--- src/mdc_pkg.sv ---
// Package of constants for the microcode download command handler
package mdc_pkg;
    // =========================================================
    // Command opcodes and feature codes
    localparam logic [7:0] CMD_DOWNLOAD   = 8'h92;
    localparam logic [7:0] CMD_DIAG       = 8'h90;
    localparam logic [7:0] CMD_FLUSH      = 8'he7;
    localparam logic [7:0] FEAT_SEGMENTED = 8'h03;
    localparam logic [7:0] FEAT_FULL      = 8'h07;
    // =========================================================
    // Register offsets (byte addresses)
    localparam logic [4:0] OFS_FEATURE  = 5'h00;
    localparam logic [4:0] OFS_SECCNT   = 5'h04;
    localparam logic [4:0] OFS_SECNUM   = 5'h08;
    localparam logic [4:0] OFS_CYLLO    = 5'h0c;
    localparam logic [4:0] OFS_CYLHI    = 5'h10;
    localparam logic [4:0] OFS_COMMAND  = 5'h14;
    localparam logic [4:0] OFS_ERROR    = 5'h18;
    localparam logic [4:0] OFS_STATUS   = 5'h1c;
    // =========================================================
    // Error and status bit positions
    localparam int ERR_ABORT_BIT  = 2;
    localparam int ERR_UNCORR_BIT = 6;
    localparam int ST_ERR_BIT     = 0;
    localparam int ST_DSC_BIT     = 4;
    localparam int ST_RDY_BIT     = 6;
    localparam int ST_BSY_BIT     = 7;
    // =========================================================
    // Reset values and sizes
    localparam logic [7:0] ERR_RESET    = 8'h01;
    localparam logic [7:0] STATUS_RESET = 8'h50;
    localparam int SECTOR_BYTES   = 512;
    localparam int SECTOR_WORDS   = SECTOR_BYTES / 4;
endpackage

--- src/mdc_cmd_handler.sv ---
// Task-file command interpreter for microcode download, diagnostic and flush
`timescale 1ns/1ns
`default_nettype none
module mdc_cmd_handler
    import mdc_pkg::*;
#(
    parameter int IMAGE_SECTORS = 1024
) (
    input  wire logic        ref_clk,
    input  wire logic        rst_b,
    // Wishbone slave
    input  wire logic        wb_cyc_i,
    input  wire logic        wb_stb_i,
    input  wire logic        wb_we_i,
    input  wire logic [4:0]  wb_adr_i,
    input  wire logic [3:0]  wb_sel_i,
    input  wire logic [31:0] wb_dat_i,
    output logic      [31:0] wb_dat_o,
    output logic             wb_ack_o,
    // Sector data stream from the host link
    input  wire logic        dataValid,
    input  wire logic [31:0] dataWord,
    output logic             dataReady,
    // Device-side status and engines
    input  wire logic        securityLocked,
    input  wire logic        spinupDisabled,
    input  wire logic        softReset,
    input  wire logic        lastSegment,
    input  wire logic        reloadRequested,
    input  wire logic        verifyDone,
    input  wire logic        verifyOk,
    input  wire logic        reloadDone,
    input  wire logic        reloadOk,
    input  wire logic        diagDone,
    input  wire logic [7:0]  diagCode,
    input  wire logic        cacheEmpty,
    output logic             imageDiscard,
    output logic             imageSave,
    output logic             reloadStart,
    output logic             diagStart,
    output logic             flushStart,
    output logic             spinDown,
    output logic             firmwareActive
);
    // Refuse image sizes outside 1 to 65536 sectors
    if (IMAGE_SECTORS < 1 || IMAGE_SECTORS > 65536) begin : gBadImage
        $error("IMAGE_SECTORS out of range");
    end

    typedef enum {S_IDLE, S_XFER, S_VERIFY, S_RELOAD, S_DIAG, S_FLUSH} mdc_state_t;
    mdc_state_t state_r;

    logic [7:0]  featR, secCntR, secNumR, cylLoR, cylHiR;
    logic [7:0]  errR, statusR;
    logic [15:0] xferLen, segOffset;
    logic [22:0] wordsLeft_r;  // Sectors times words per sector
    logic        segMode_r, lastSeg_r, reloadReq_r;
    logic        cmdWrite, inSeq, segAccept, discard;
    logic [7:0]  opcode;
    logic        ackPend;

    // =========================================================
    // Bus decode and command strobe
    assign ackPend  = wb_cyc_i && wb_stb_i && !wb_ack_o;
    assign cmdWrite = ackPend && wb_we_i && wb_sel_i[0] && (wb_adr_i == OFS_COMMAND);
    assign opcode   = wb_dat_i[7:0];
    assign xferLen  = {secNumR, secCntR};
    assign segOffset = {cylHiR, cylLoR};

    // Acknowledge and read data
    always_ff @(posedge ref_clk or negedge rst_b) begin
        if (!rst_b) begin
            wb_ack_o <= 1'b0;
            wb_dat_o <= 32'h0;
        end else begin
            wb_ack_o <= ackPend;
            wb_dat_o <= 32'h0;
            if (ackPend && !wb_we_i) begin
                case (wb_adr_i)
                    OFS_FEATURE: wb_dat_o <= {24'h0, featR};
                    OFS_SECCNT:  wb_dat_o <= {24'h0, secCntR};
                    OFS_SECNUM:  wb_dat_o <= {24'h0, secNumR};
                    OFS_CYLLO:   wb_dat_o <= {24'h0, cylLoR};
                    OFS_CYLHI:   wb_dat_o <= {24'h0, cylHiR};
                    OFS_ERROR:   wb_dat_o <= {24'h0, errR};
                    OFS_STATUS:  wb_dat_o <= {24'h0, statusR};
                    default:     wb_dat_o <= 32'h0;
                endcase
            end
        end
    end

    // Task-file parameter registers, written only while not busy
    always_ff @(posedge ref_clk or negedge rst_b) begin
        if (!rst_b) begin
            featR   <= 8'h00;
            secCntR <= 8'h00;
            secNumR <= 8'h00;
            cylLoR  <= 8'h00;
            cylHiR  <= 8'h00;
        end else if (ackPend && wb_we_i && wb_sel_i[0] && !statusR[ST_BSY_BIT]) begin
            case (wb_adr_i)
                OFS_FEATURE: featR   <= wb_dat_i[7:0];
                OFS_SECCNT:  secCntR <= wb_dat_i[7:0];
                OFS_SECNUM:  secNumR <= wb_dat_i[7:0];
                OFS_CYLLO:   cylLoR  <= wb_dat_i[7:0];
                OFS_CYLHI:   cylHiR  <= wb_dat_i[7:0];
                default:     ;
            endcase
        end
    end

    // =========================================================
    // Segment sequencing
    assign segAccept = (state_r == S_IDLE) && !statusR[ST_BSY_BIT] && cmdWrite
                    && opcode == CMD_DOWNLOAD && featR == FEAT_SEGMENTED
                    && !securityLocked && inSeq;
    // Partial image dropped on other command, bad sequence, or reset
    assign discard = softReset
        || ((state_r == S_IDLE) && !statusR[ST_BSY_BIT] && cmdWrite
            && !(opcode == CMD_DOWNLOAD && featR == FEAT_SEGMENTED && inSeq));

    mdc_offset_check #(.W(16)) uOfs (
        .ref_clk    (ref_clk),
        .rst_b      (rst_b),
        .clear      (discard || imageSave),
        .accept     (segAccept),
        .offset     (segOffset),
        .count      (xferLen),
        .inSequence (inSeq)
    );

    // =========================================================
    // Command state machine
    always_ff @(posedge ref_clk or negedge rst_b) begin
        if (!rst_b) begin
            state_r        <= S_IDLE;
            errR           <= ERR_RESET;
            statusR        <= STATUS_RESET;
            wordsLeft_r    <= '0;
            segMode_r      <= 1'b0;
            lastSeg_r      <= 1'b0;
            reloadReq_r    <= 1'b0;
            imageDiscard   <= 1'b0;
            imageSave      <= 1'b0;
            reloadStart    <= 1'b0;
            diagStart      <= 1'b0;
            flushStart     <= 1'b0;
            spinDown       <= 1'b0;
            firmwareActive <= 1'b0;
            dataReady      <= 1'b0;
        end else begin
            imageDiscard <= discard;
            imageSave    <= 1'b0;
            reloadStart  <= 1'b0;
            diagStart    <= 1'b0;
            flushStart   <= 1'b0;
            if (softReset) begin
                state_r     <= S_IDLE;
                errR        <= ERR_RESET;
                statusR     <= STATUS_RESET;
                wordsLeft_r <= '0;
                dataReady   <= 1'b0;
                lastSeg_r   <= 1'b0;  // Stale final mark dropped
                reloadReq_r <= 1'b0;
            end else begin
                case (state_r)
                    S_IDLE: begin
                        if (cmdWrite && !statusR[ST_BSY_BIT]) begin
                            statusR <= 8'h80;
                            errR    <= 8'h00;
                            // A new command forgets marks of an abandoned image
                            if (discard) begin
                                lastSeg_r   <= 1'b0;
                                reloadReq_r <= 1'b0;
                            end
                            case (opcode)
                                CMD_DOWNLOAD: begin
                                    if ((featR != FEAT_SEGMENTED && featR != FEAT_FULL)
                                        || securityLocked
                                        || (featR == FEAT_SEGMENTED && !inSeq)) begin
                                        errR[ERR_ABORT_BIT] <= 1'b1;
                                        statusR <= STATUS_RESET | 8'h01;
                                    end else if (xferLen == 16'h0) begin
                                        statusR <= STATUS_RESET;
                                    end else begin
                                        segMode_r   <= (featR == FEAT_SEGMENTED);
                                        wordsLeft_r <= 23'(xferLen) * 23'(SECTOR_WORDS);
                                        state_r     <= S_XFER;
                                        dataReady   <= 1'b1;
                                        statusR     <= 8'h88;
                                    end
                                end
                                CMD_DIAG: begin
                                    diagStart <= 1'b1;
                                    state_r   <= S_DIAG;
                                end
                                CMD_FLUSH: begin
                                    flushStart <= 1'b1;
                                    state_r    <= S_FLUSH;
                                end
                                default: begin
                                    errR[ERR_ABORT_BIT] <= 1'b1;
                                    statusR <= STATUS_RESET | 8'h01;
                                end
                            endcase
                        end
                    end
                    S_XFER: begin
                        if (dataValid && dataReady) begin
                            if (lastSegment)
                                lastSeg_r <= 1'b1;
                            if (reloadRequested)
                                reloadReq_r <= 1'b1;
                            wordsLeft_r <= wordsLeft_r - 23'h1;
                            if (wordsLeft_r == 23'h1) begin
                                dataReady <= 1'b0;
                                // Full download is always final
                                if (!segMode_r || lastSeg_r || lastSegment)
                                    state_r <= S_VERIFY;
                                else begin
                                    state_r <= S_IDLE;
                                    statusR <= STATUS_RESET;
                                end
                            end
                        end
                    end
                    S_VERIFY: begin
                        if (verifyDone) begin
                            lastSeg_r <= 1'b0;
                            if (!verifyOk) begin
                                reloadReq_r <= 1'b0;
                                errR[ERR_ABORT_BIT] <= 1'b1;
                                statusR <= STATUS_RESET | 8'h01;
                                state_r <= S_IDLE;
                            end else begin
                                imageSave <= 1'b1;
                                if (reloadReq_r) begin
                                    reloadStart <= 1'b1;
                                    state_r     <= S_RELOAD;
                                end else begin
                                    statusR <= STATUS_RESET;
                                    state_r <= S_IDLE;
                                end
                            end
                        end
                    end
                    S_RELOAD: begin
                        if (reloadDone) begin
                            reloadReq_r <= 1'b0;
                            state_r     <= S_IDLE;
                            if (reloadOk) begin
                                firmwareActive <= 1'b1;
                                spinDown <= spinupDisabled;
                                statusR  <= STATUS_RESET;
                            end else begin
                                errR[ERR_UNCORR_BIT] <= 1'b1;
                                statusR <= STATUS_RESET | 8'h01;
                            end
                        end
                    end
                    S_DIAG: begin
                        if (diagDone) begin
                            errR    <= diagCode;
                            statusR <= STATUS_RESET;
                            state_r <= S_IDLE;
                        end
                    end
                    S_FLUSH: begin
                        if (cacheEmpty) begin
                            statusR <= STATUS_RESET;
                            state_r <= S_IDLE;
                        end
                    end
                    default: state_r <= S_IDLE;
                endcase
            end
        end
    end

    // =========================================================
    // Assertions
    AST_FLUSH_WAIT: assert property (@(posedge ref_clk) disable iff (!rst_b)
        (state_r == S_FLUSH && !cacheEmpty && !softReset) |=> statusR[ST_BSY_BIT])
        else $error("flush finished before cache empty");
    AST_ERR_STATUS: assert property (@(posedge ref_clk) disable iff (!rst_b)
        (!statusR[ST_BSY_BIT] && (errR[ERR_ABORT_BIT] || errR[ERR_UNCORR_BIT])
         && state_r == S_IDLE && $changed(errR) && $past(state_r) != S_DIAG)
        |-> statusR[ST_ERR_BIT])
        else $error("error bit missing in status");
    AST_BAD_FEAT: assert property (@(posedge ref_clk) disable iff (!rst_b)
        (segAccept == 1'b0 && state_r == S_IDLE && !statusR[ST_BSY_BIT] && cmdWrite
         && opcode == CMD_DOWNLOAD && featR != FEAT_FULL && featR != FEAT_SEGMENTED
         && !softReset) |=> errR[ERR_ABORT_BIT])
        else $error("reserved feature not aborted");
    AST_DISCARD: assert property (@(posedge ref_clk) disable iff (!rst_b)
        softReset |=> imageDiscard && state_r == S_IDLE)
        else $error("reset did not drop image");
    AST_RELOAD_UNC: assert property (@(posedge ref_clk) disable iff (!rst_b)
        (state_r == S_RELOAD && reloadDone && !reloadOk && !softReset)
        |=> errR[ERR_UNCORR_BIT] && state_r == S_IDLE)
        else $error("failed reload not reported");
    AST_DIAG: assert property (@(posedge ref_clk) disable iff (!rst_b)
        (state_r == S_DIAG && diagDone && !softReset) |=> errR == $past(diagCode))
        else $error("diagnostic code not loaded");
    AST_ZERO_LEN: assert property (@(posedge ref_clk) disable iff (!rst_b)
        (state_r == S_IDLE && xferLen == 16'h0) |=> state_r != S_XFER)
        else $error("zero-length download moved data");
    AST_SPIN: assert property (@(posedge ref_clk) disable iff (!rst_b)
        (state_r == S_RELOAD && reloadDone && reloadOk && spinupDisabled && !softReset)
        |=> spinDown && firmwareActive)
        else $error("no spin down after reload");
    // Data is taken only while a transfer is open
    AST_READY_XFER: assert property (@(posedge ref_clk) disable iff (!rst_b)
        dataReady == (state_r == S_XFER))
        else $error("data ready outside transfer");
    // Out-of-sequence segment is refused and the image dropped
    AST_SEQ_ABORT: assert property (@(posedge ref_clk) disable iff (!rst_b)
        (state_r == S_IDLE && !statusR[ST_BSY_BIT] && cmdWrite && opcode == CMD_DOWNLOAD
         && featR == FEAT_SEGMENTED && !inSeq && !softReset)
        |=> errR[ERR_ABORT_BIT] && imageDiscard)
        else $error("out-of-sequence segment accepted");
    // Uncorrectable is only ever reported by a failed reload or a diagnostic code
    AST_UNC_ONLY: assert property (@(posedge ref_clk) disable iff (!rst_b)
        (state_r != S_RELOAD && state_r != S_DIAG && !softReset && !errR[ERR_UNCORR_BIT])
        |=> !errR[ERR_UNCORR_BIT])
        else $error("uncorrectable set without reload");
endmodule
`default_nettype wire

--- src/mdc_offset_check.sv ---
// Segment offset sequencing tracker
`timescale 1ns/1ns
`default_nettype none
module mdc_offset_check
    import mdc_pkg::*;
#(
    parameter int W = 16
) (
    input  wire logic         ref_clk,
    input  wire logic         rst_b,
    input  wire logic         clear,
    input  wire logic         accept,
    input  wire logic [W-1:0] offset,
    input  wire logic [W-1:0] count,
    output logic              inSequence
);
    // A zero-width tracker cannot hold an offset
    if (W < 1) begin : gBadWidth
        $error("W must be at least 1");
    end

    logic [W-1:0] expect_r;
    logic         started_r;

    // =========================================================
    // Next expected offset tracking
    always_ff @(posedge ref_clk or negedge rst_b) begin
        if (!rst_b) begin
            expect_r  <= '0;
            started_r <= 1'b0;
        end else if (clear) begin
            expect_r  <= '0;
            started_r <= 1'b0;
        end else if (accept) begin
            expect_r  <= W'(offset + count);
            started_r <= 1'b1;
        end
    end

    // First segment must start at zero
    assign inSequence = started_r ? (offset == expect_r) : (offset == '0);
endmodule
`default_nettype wire

--- config.mk ---
export PLATFORM = sky130hd
export DESIGN_NAME = mdc_cmd_handler
export DESIGN_NICKNAME = d
export VERILOG_FILES = /design/src/mdc_pkg.sv /design/src/mdc_cmd_handler.sv /design/src/mdc_offset_check.sv
export SDC_FILE = /design/constraint.sdc
export NUM_CORES = 1
export LEC_CHECK = 0
export ABC_AREA = 1
export ABC_CLOCK_PERIOD_IN_PS = 7000
export BUFFER_PORTS_ARGS = -buffer_cell sky130_fd_sc_hd__buf_2
export CORE_MARGIN = 2
export CORE_UTILIZATION = 32
export CTS_BUF_LIST = sky130_fd_sc_hd__clkbuf_2 sky130_fd_sc_hd__clkbuf_4 sky130_fd_sc_hd__clkbuf_8
export CTS_CLUSTER_DIAMETER = 50
export DETAILED_ROUTE_END_ITERATION = 16
export HOLD_SLACK_MARGIN = 0.06
export PLACE_DENSITY = 0.51
export SYNTH_ARGS = -nofsm -noshare
export SYNTH_HDL_FRONTEND = slang
export SYNTH_SLANG_ARGS = --single-unit
--- constraint.sdc ---
create_clock -name ref_clk -period 7 [get_ports ref_clk]
set_clock_uncertainty 0.2 [all_clocks]
set_input_delay 0.35 -clock ref_clk [delete_from_list [all_inputs] [get_ports ref_clk]]
set_output_delay 0.35 -clock ref_clk [all_outputs]
set_load 0.05 [all_outputs]
==> results.toml, run 1 <==
[flow_run]
maxCapViolCount = 0

[logic_synthesis]
syn_area_um2 = 7470
synthXorXnorAreaFrac = 0.0328
yosys.area.top_type_share = 0.379
synth.area.mux_share = 0.00151
ys_types = 51
async_flop_share = 1.00
ys_top_cells_by_count = "277 x nand2_1, 127 x inv_1, 113 x dfrtp_1, 96 x nand3_1"
syn_area_per_cell_um2 = 7.21
synth.largest_area_cell = "dfrtp_1"
synthAdderAreaFrac = 0.0312
synth_area_leaders = "dfrtp_1 38%, nand2_1 14%, nand3_1 6.4%"
synth_ff_type = "dfrtp_1"
synth_top_family_by_area = "simple AND/OR/NAND/NOR gates"
yosys_register_bits = 115
synthCells = 1036
seq_area_frac_synth = 0.386
synth_compound_area_frac = 0.117
synth_most_common_cell = "nand2_1"
yosys.area_share.simple = 0.320
yosys_warnings = 0
synth-edff-count = 0

[sta]
rsz0062_at_grt = "false"
fmax_ghz = 0.316
setup_ws_ns = 3.83
setup_tns_ns = 0
finalHoldViolCount = 0
slew_headroom = 0.460
worstMarginPinSlew_ns = 0.810
slew_violations = 0
period_share = 0.452
finalSetupViolCount = 0
period_minus_slack_ns = 3.17

[die]
dieArea_um2 = 24600
die_x_um = 157
fp-row-count = 55
die_h_um = 157
start_util = 0.328
ios = 139
core_area_um2 = 22800

[clock_network]
hold_buffers = 17
numCtsBuffers = 17
clock_sinks = 115
post_cts_buffers = 0
cts_root_buf = "clkbuf_8"
cts_tree = "done"
clk_latency_ns = 0.46
h-tree-depth = 4
cts_buffer_depth = 2
path_clk_slew_ns = 0.08
post_cts_resized = 0

[drt]
wl_per_cell_um = 16.0
vias = 6926
drc = 0
first_iter_violations = 442
vias_per_cell = 4.84
routed_wirelength_mm = 22.9
dr.pass1.iters = 5
antenna_left = 0

[finish]
postLayoutCellArea_um2 = 8530
diodes = 0
nFillCells = 2424
drive_above_1_share = 0.114
fin_util = 0.374
areaGrowthSynthToFinish_pct = 14.2
nets = 1221

[place]
dp_hpwl_mm = 17.1
io_buffers = 55
pre_cts_slack_ns = 4.08
gp_congestion = 0.856
place_area_um2 = 7910

[pwr]
p_per_area_nw_per_um2 = 321
peakVddDrop_mv = 0.159
power_leakage_nw = 4.30
total_power_mw = 2.74

[worst_setup_path]
r2r-end = "wordsLeft_r[12]"
crit_end = "wordsLeft_r[12]"
worstRegToRegCells = 11
path_max_fanout = 24
r2r_slack_ns = 3.92
timing.rr.start = "wb_ack_o"
startpoint_type = "primary input"
critPathArrivalTime_ns = 3.31
crit_start = "wb_stb_i"
path_class = "in2reg"
crit_path_end_kind = "flop"
crit_required_ns = 7.14

[grt]
grt_use_met1 = 0.280
grt_pass1_wl_mm = 36.7
grt_usage = 0.195
busiest_layer = "met2"
antenna_found_initial = 0
first_global_vias = 6663
grtUsageMet3 = 0.0415
met2_usage = 0.298
grt_max_degree = 62
grt_overflow = 0

[worst_hold_path]
hold_path_class = "in2reg"

[outcome]
run_status = "completed"
## critical path, cell delays in order
cell           delay, ns
dlygate4sd3_1       0.52
buf_2               0.10
nand3_1             0.09
dlygate4sd3_1       0.57
inv_1               0.07
nand4_1             0.18
nor2_4              0.24
nand4_1             0.23
nand2_2             0.47
nand2_4             0.28
nand2_1             0.13
nand2_1             0.05
## sequential cells by signal, summed over array words and instances (netlist names), 3 cells and up
| signal | flops |
|---|---|
| wb_dat_o | 8 |
| uOfs.expect_r | 16 |
| wordsLeft_r | 23 |
| secNumR | 8 |
| errR | 8 |
| cylLoR | 8 |
| statusR | 4 |
| featR | 8 |
| cylHiR | 8 |
| state_r | 3 |
| secCntR | 8 |
## per-layer routing
layer,vias to the layer above,share of wire
met5,-,0
li1,3466,-
met1,3295,0.49
met2,149,0.45
met3,16,0.045
met4,0,0.0098
## metrics by stage
step	cells	hold slack [ns]
floorplan	1059	-0.146
global placement	1382	0.251
detailed placement	1382	0.245
CTS	1431	0.0625
global route	1431	0.0734
finish	1431	0.0659
## cell families (layout without fill, tap and decap cells)
family          after synthesis  count (layout)
other cells                   1              24
simple gates                539             539
buf+inv                     180             239
mux                           1               1
xor+xnor                     28              28
fa+ha+maj                    18              18
flops                       115             115
compound gates              154             154
## area by class of cell
class	instances	area (um2)	area share
multi-input cells	764	3840	0.450
flip-flops and latches	115	2880	0.338
well taps	313	392	0.0459
inverters	133	499	0.0585
clock buffers	18	241	0.0283
repair buffers	74	463	0.0543
clock inverters	14	211	0.0248
## report_power, final
group	total [mW]	switching (mW)	internal (mW)
logic	1.14	0.769	0.374
clock network	0.727	0.302	0.425
registers	0.872	0.112	0.760
total	2.74	1.18	1.56
## cell usage in the layout, fill, tap and decap left out, types with 19 or more instances in the layout
master / synthesis / layout
nand4_1: 19 / 19
nand3_1: 96 / 96
nor2_1: 84 / 84
a21oi_1: 29 / 29
o21ai_0: 84 / 84
buf_2: 7 / 54
nand2_1: 277 / 277
conb_1: 1 / 24
nor3_1: 24 / 24
inv_1: 127 / 127
dfrtp_1: 113 / 113
## how the worst min path moves through the flow
stage                        start        endpoint  slack (ns)  depth (start not counted)
finish                 wb_dat_i[4]       cylHiR[4]        0.07                          3
CTS                    wb_dat_i[4]       cylHiR[4]        0.06                          3
detailed placement  firmwareActive  firmwareActive        0.25                          2
global placement    firmwareActive  firmwareActive        0.25                          2
floorplan                    rst_b       cylHiR[0]       -0.15                          0
global route           wb_dat_i[4]       cylHiR[4]        0.07                          3
No activity file was read; power rests on OpenSTA's default activity.
==> run 2: changes to the inputs <==
Settings changed: ABC_CLOCK_PERIOD_IN_PS 7000 to 2500, PLACE_DENSITY 0.51 to 0.53.
Clock period 7 ns to 2.5 ns, I/O delays scaled along.
==> run 2 against run 1 <==
Compared with the run above:
- worst hold slack gained 0.052 ns
- register-to-register slack lost 3.8 ns
- count of clock-buffer cells in the layout grew 2
- critical path type unchanged
==> results.toml, run 2 (same netlist as run 1, synthesis figures left out) <==
[clock_network]
clock_sinks = 115
h-tree-depth = 4
path_clk_slew_ns = 0.08
cts_root_buf = "clkbuf_8"
cts_tree = "done"
numCtsBuffers = 17
clk_latency_ns = 0.46
cts_buffer_depth = 2

[die]
die_x_um = 157
die_h_um = 157
fp-row-count = 55
ios = 139
start_util = 0.328
core_area_um2 = 22800
dieArea_um2 = 24600

[sta]
period_minus_slack_ns = 2.43
finalSetupViolCount = 0
worstMarginPinSlew_ns = 0.576
fmax_ghz = 0.412
fin_hold_ws_ns = 0.118
slew_violations = 0
period_share = 0.971
setup_tns_ns = 0
finalHoldViolCount = 0
slew_headroom = 0.614

[worst_hold_path]
hold_depth = 5
hold_path_class = "in2reg"
hold_start = "wb_cyc_i"
min_to = "wb_dat_o[0]"

[finish]
top_regs = "wordsLeft_r (23), uOfs.expect_r (16)"
layout_common_cells = "277 x nand2_1, 126 x inv_1, 110 x dfrtp_1, 95 x nand3_1, 84 x o21ai_0"
layout.cells.most_common = "nand2_1"
drive_above_1_share = 0.141
largest_reg_flops = 23
nets = 1280
areaGrowthSynthToFinish_pct = 21.7
largest-register = "wordsLeft_r"
stdcell_count = 1491

[worst_setup_path]
startpoint_type = "primary input"
crit_required_ns = 2.70
path_class = "in2reg"
critical_path.top_delay_family = "buffers and inverters"
cpMaxStageDelayCell = "dlygate4sd3_1"
path_max_fanout = 3
worstRegToRegCells = 9
slowest_delay_ns = 0.61
crit_chain = "dlygate4sd3_1 -> buf_2 -> nor4_4 -> nand3_2 -> dlygate4sd3_1 -> nor2_1 -> dlygate4sd3_1"
critPathBufInv = 4
cpMostUsedCell = "dlygate4sd3_1"
r2r_slack_ns = 0.09
critPathArrivalTime_ns = 2.62
timing.rr.start = "state_r[0]"
r2r-end = "errR[6]"
crit_path_end_kind = "flop"

[drt]
wl_per_cell_um = 15.6
routed_wirelength_mm = 23.3
first_iter_violations = 517
drc = 0
vias_per_cell = 4.85
antenna_left = 0
vias = 7233
dr.pass1.iters = 5

[pwr]
peakVddDrop_mv = 0.415
p_per_area_nw_per_um2 = 841
power_leakage_nw = 4.57

[place]
dp_cells = 1405
gp_congestion = 0.912
dp_hpwl_mm = 17.3
io_buffers = 55

[grt]
first_global_vias = 6762
grt_usage = 0.195
grt_overflow = 0
grt_max_degree = 46
grt_pass1_wl_mm = 37.0
antenna_found_initial = 0

[outcome]
run_status = "completed"

[flow_run]
maxCapViolCount = 0
==> run 2: per-stage QoR <==
| step | cell area (um2) | total power [mW] | setup slack (ns) | util |
|---|---|---|---|---|
| 2_1_floorplan | 7550 | 4.93 | 0.297 | - |
| 3_3_place_gp | 8120 | 5.76 | 0.145 | 0.356 |
| 3_5_place_dp | 8120 | 5.78 | 0.116 | 0.356 |
| 4_1_cts | 9000 | 7.67 | 0.0142 | 0.395 |
| 5_1_grt | 9080 | 8.30 | -0.00909 | 0.399 |
| 6_report | 9090 | 7.64 | 0.0726 | 0.399 |
==> run 2: worst max-delay path by stage <==
stage,from,endpoint,cells past startpoint
floorplan,cylLoR[0],uOfs.expect_r[12],14
global placement,cylHiR[1],wordsLeft_r[19],13
detailed placement,secCntR[0],uOfs.expect_r[12],14
CTS,wb_dat_i[5],diagStart,7
global route,cylHiR[2],wordsLeft_r[4],10
finish,wb_dat_i[6],diagStart,7
==> run 2: area by class of cell <==
| type | count | area [um2] |
|---|---|---|
| fillers | 2385 | 13700 |
| multi-input cells | 764 | 3880 |
| flip-flops and latches | 115 | 2880 |
| repair buffers | 133 | 1030 |
| inverters | 133 | 499 |
| well taps | 313 | 392 |
| clock buffers | 20 | 263 |
| clock inverters | 12 | 130 |
| diodes | 1 | 2.50 |
==> run 2: power by group <==
group / total [mW] / switching, mW / internal (mW) / leakage, nW
combinational: 3.43 / 2.21 / 1.22 / 2.81
clock: 1.79 / 0.856 / 0.932 / 0.188
sequential: 2.43 / 0.299 / 2.13 / 1.57
==> run 2: layer usage <==
metal | GRT usage | vias to the layer above | wire length [um]
met4 | 0.0498 | 0 | 343
met1 | 0.283 | 3430 | 11100
met5 | 0 | - | 0
li1 | - | 3596 | -
met3 | 0.0324 | 24 | 1220
met2 | 0.300 | 183 | 10600
==> run 2: repair_timing <==
action,4_1_cts,5_1_grt
endpoints found under the hold margin,199,0
gates resized for setup,0,13
buffers inserted,0,5
hold buffers,48,0
endpoints found under the setup margin,0,38
==> run 2: worst reg2reg max path: stages (launching register included) <==
cell,delay (ns)
dfrtp_1,0.45
inv_2,0.11
nand2_1,0.10
nor2_4,0.18
nand2_1,0.14
nor2_1,0.23
inv_2,0.11
o2111ai_1,0.11
o21ai_0,0.11
dlygate4sd3_1,0.56
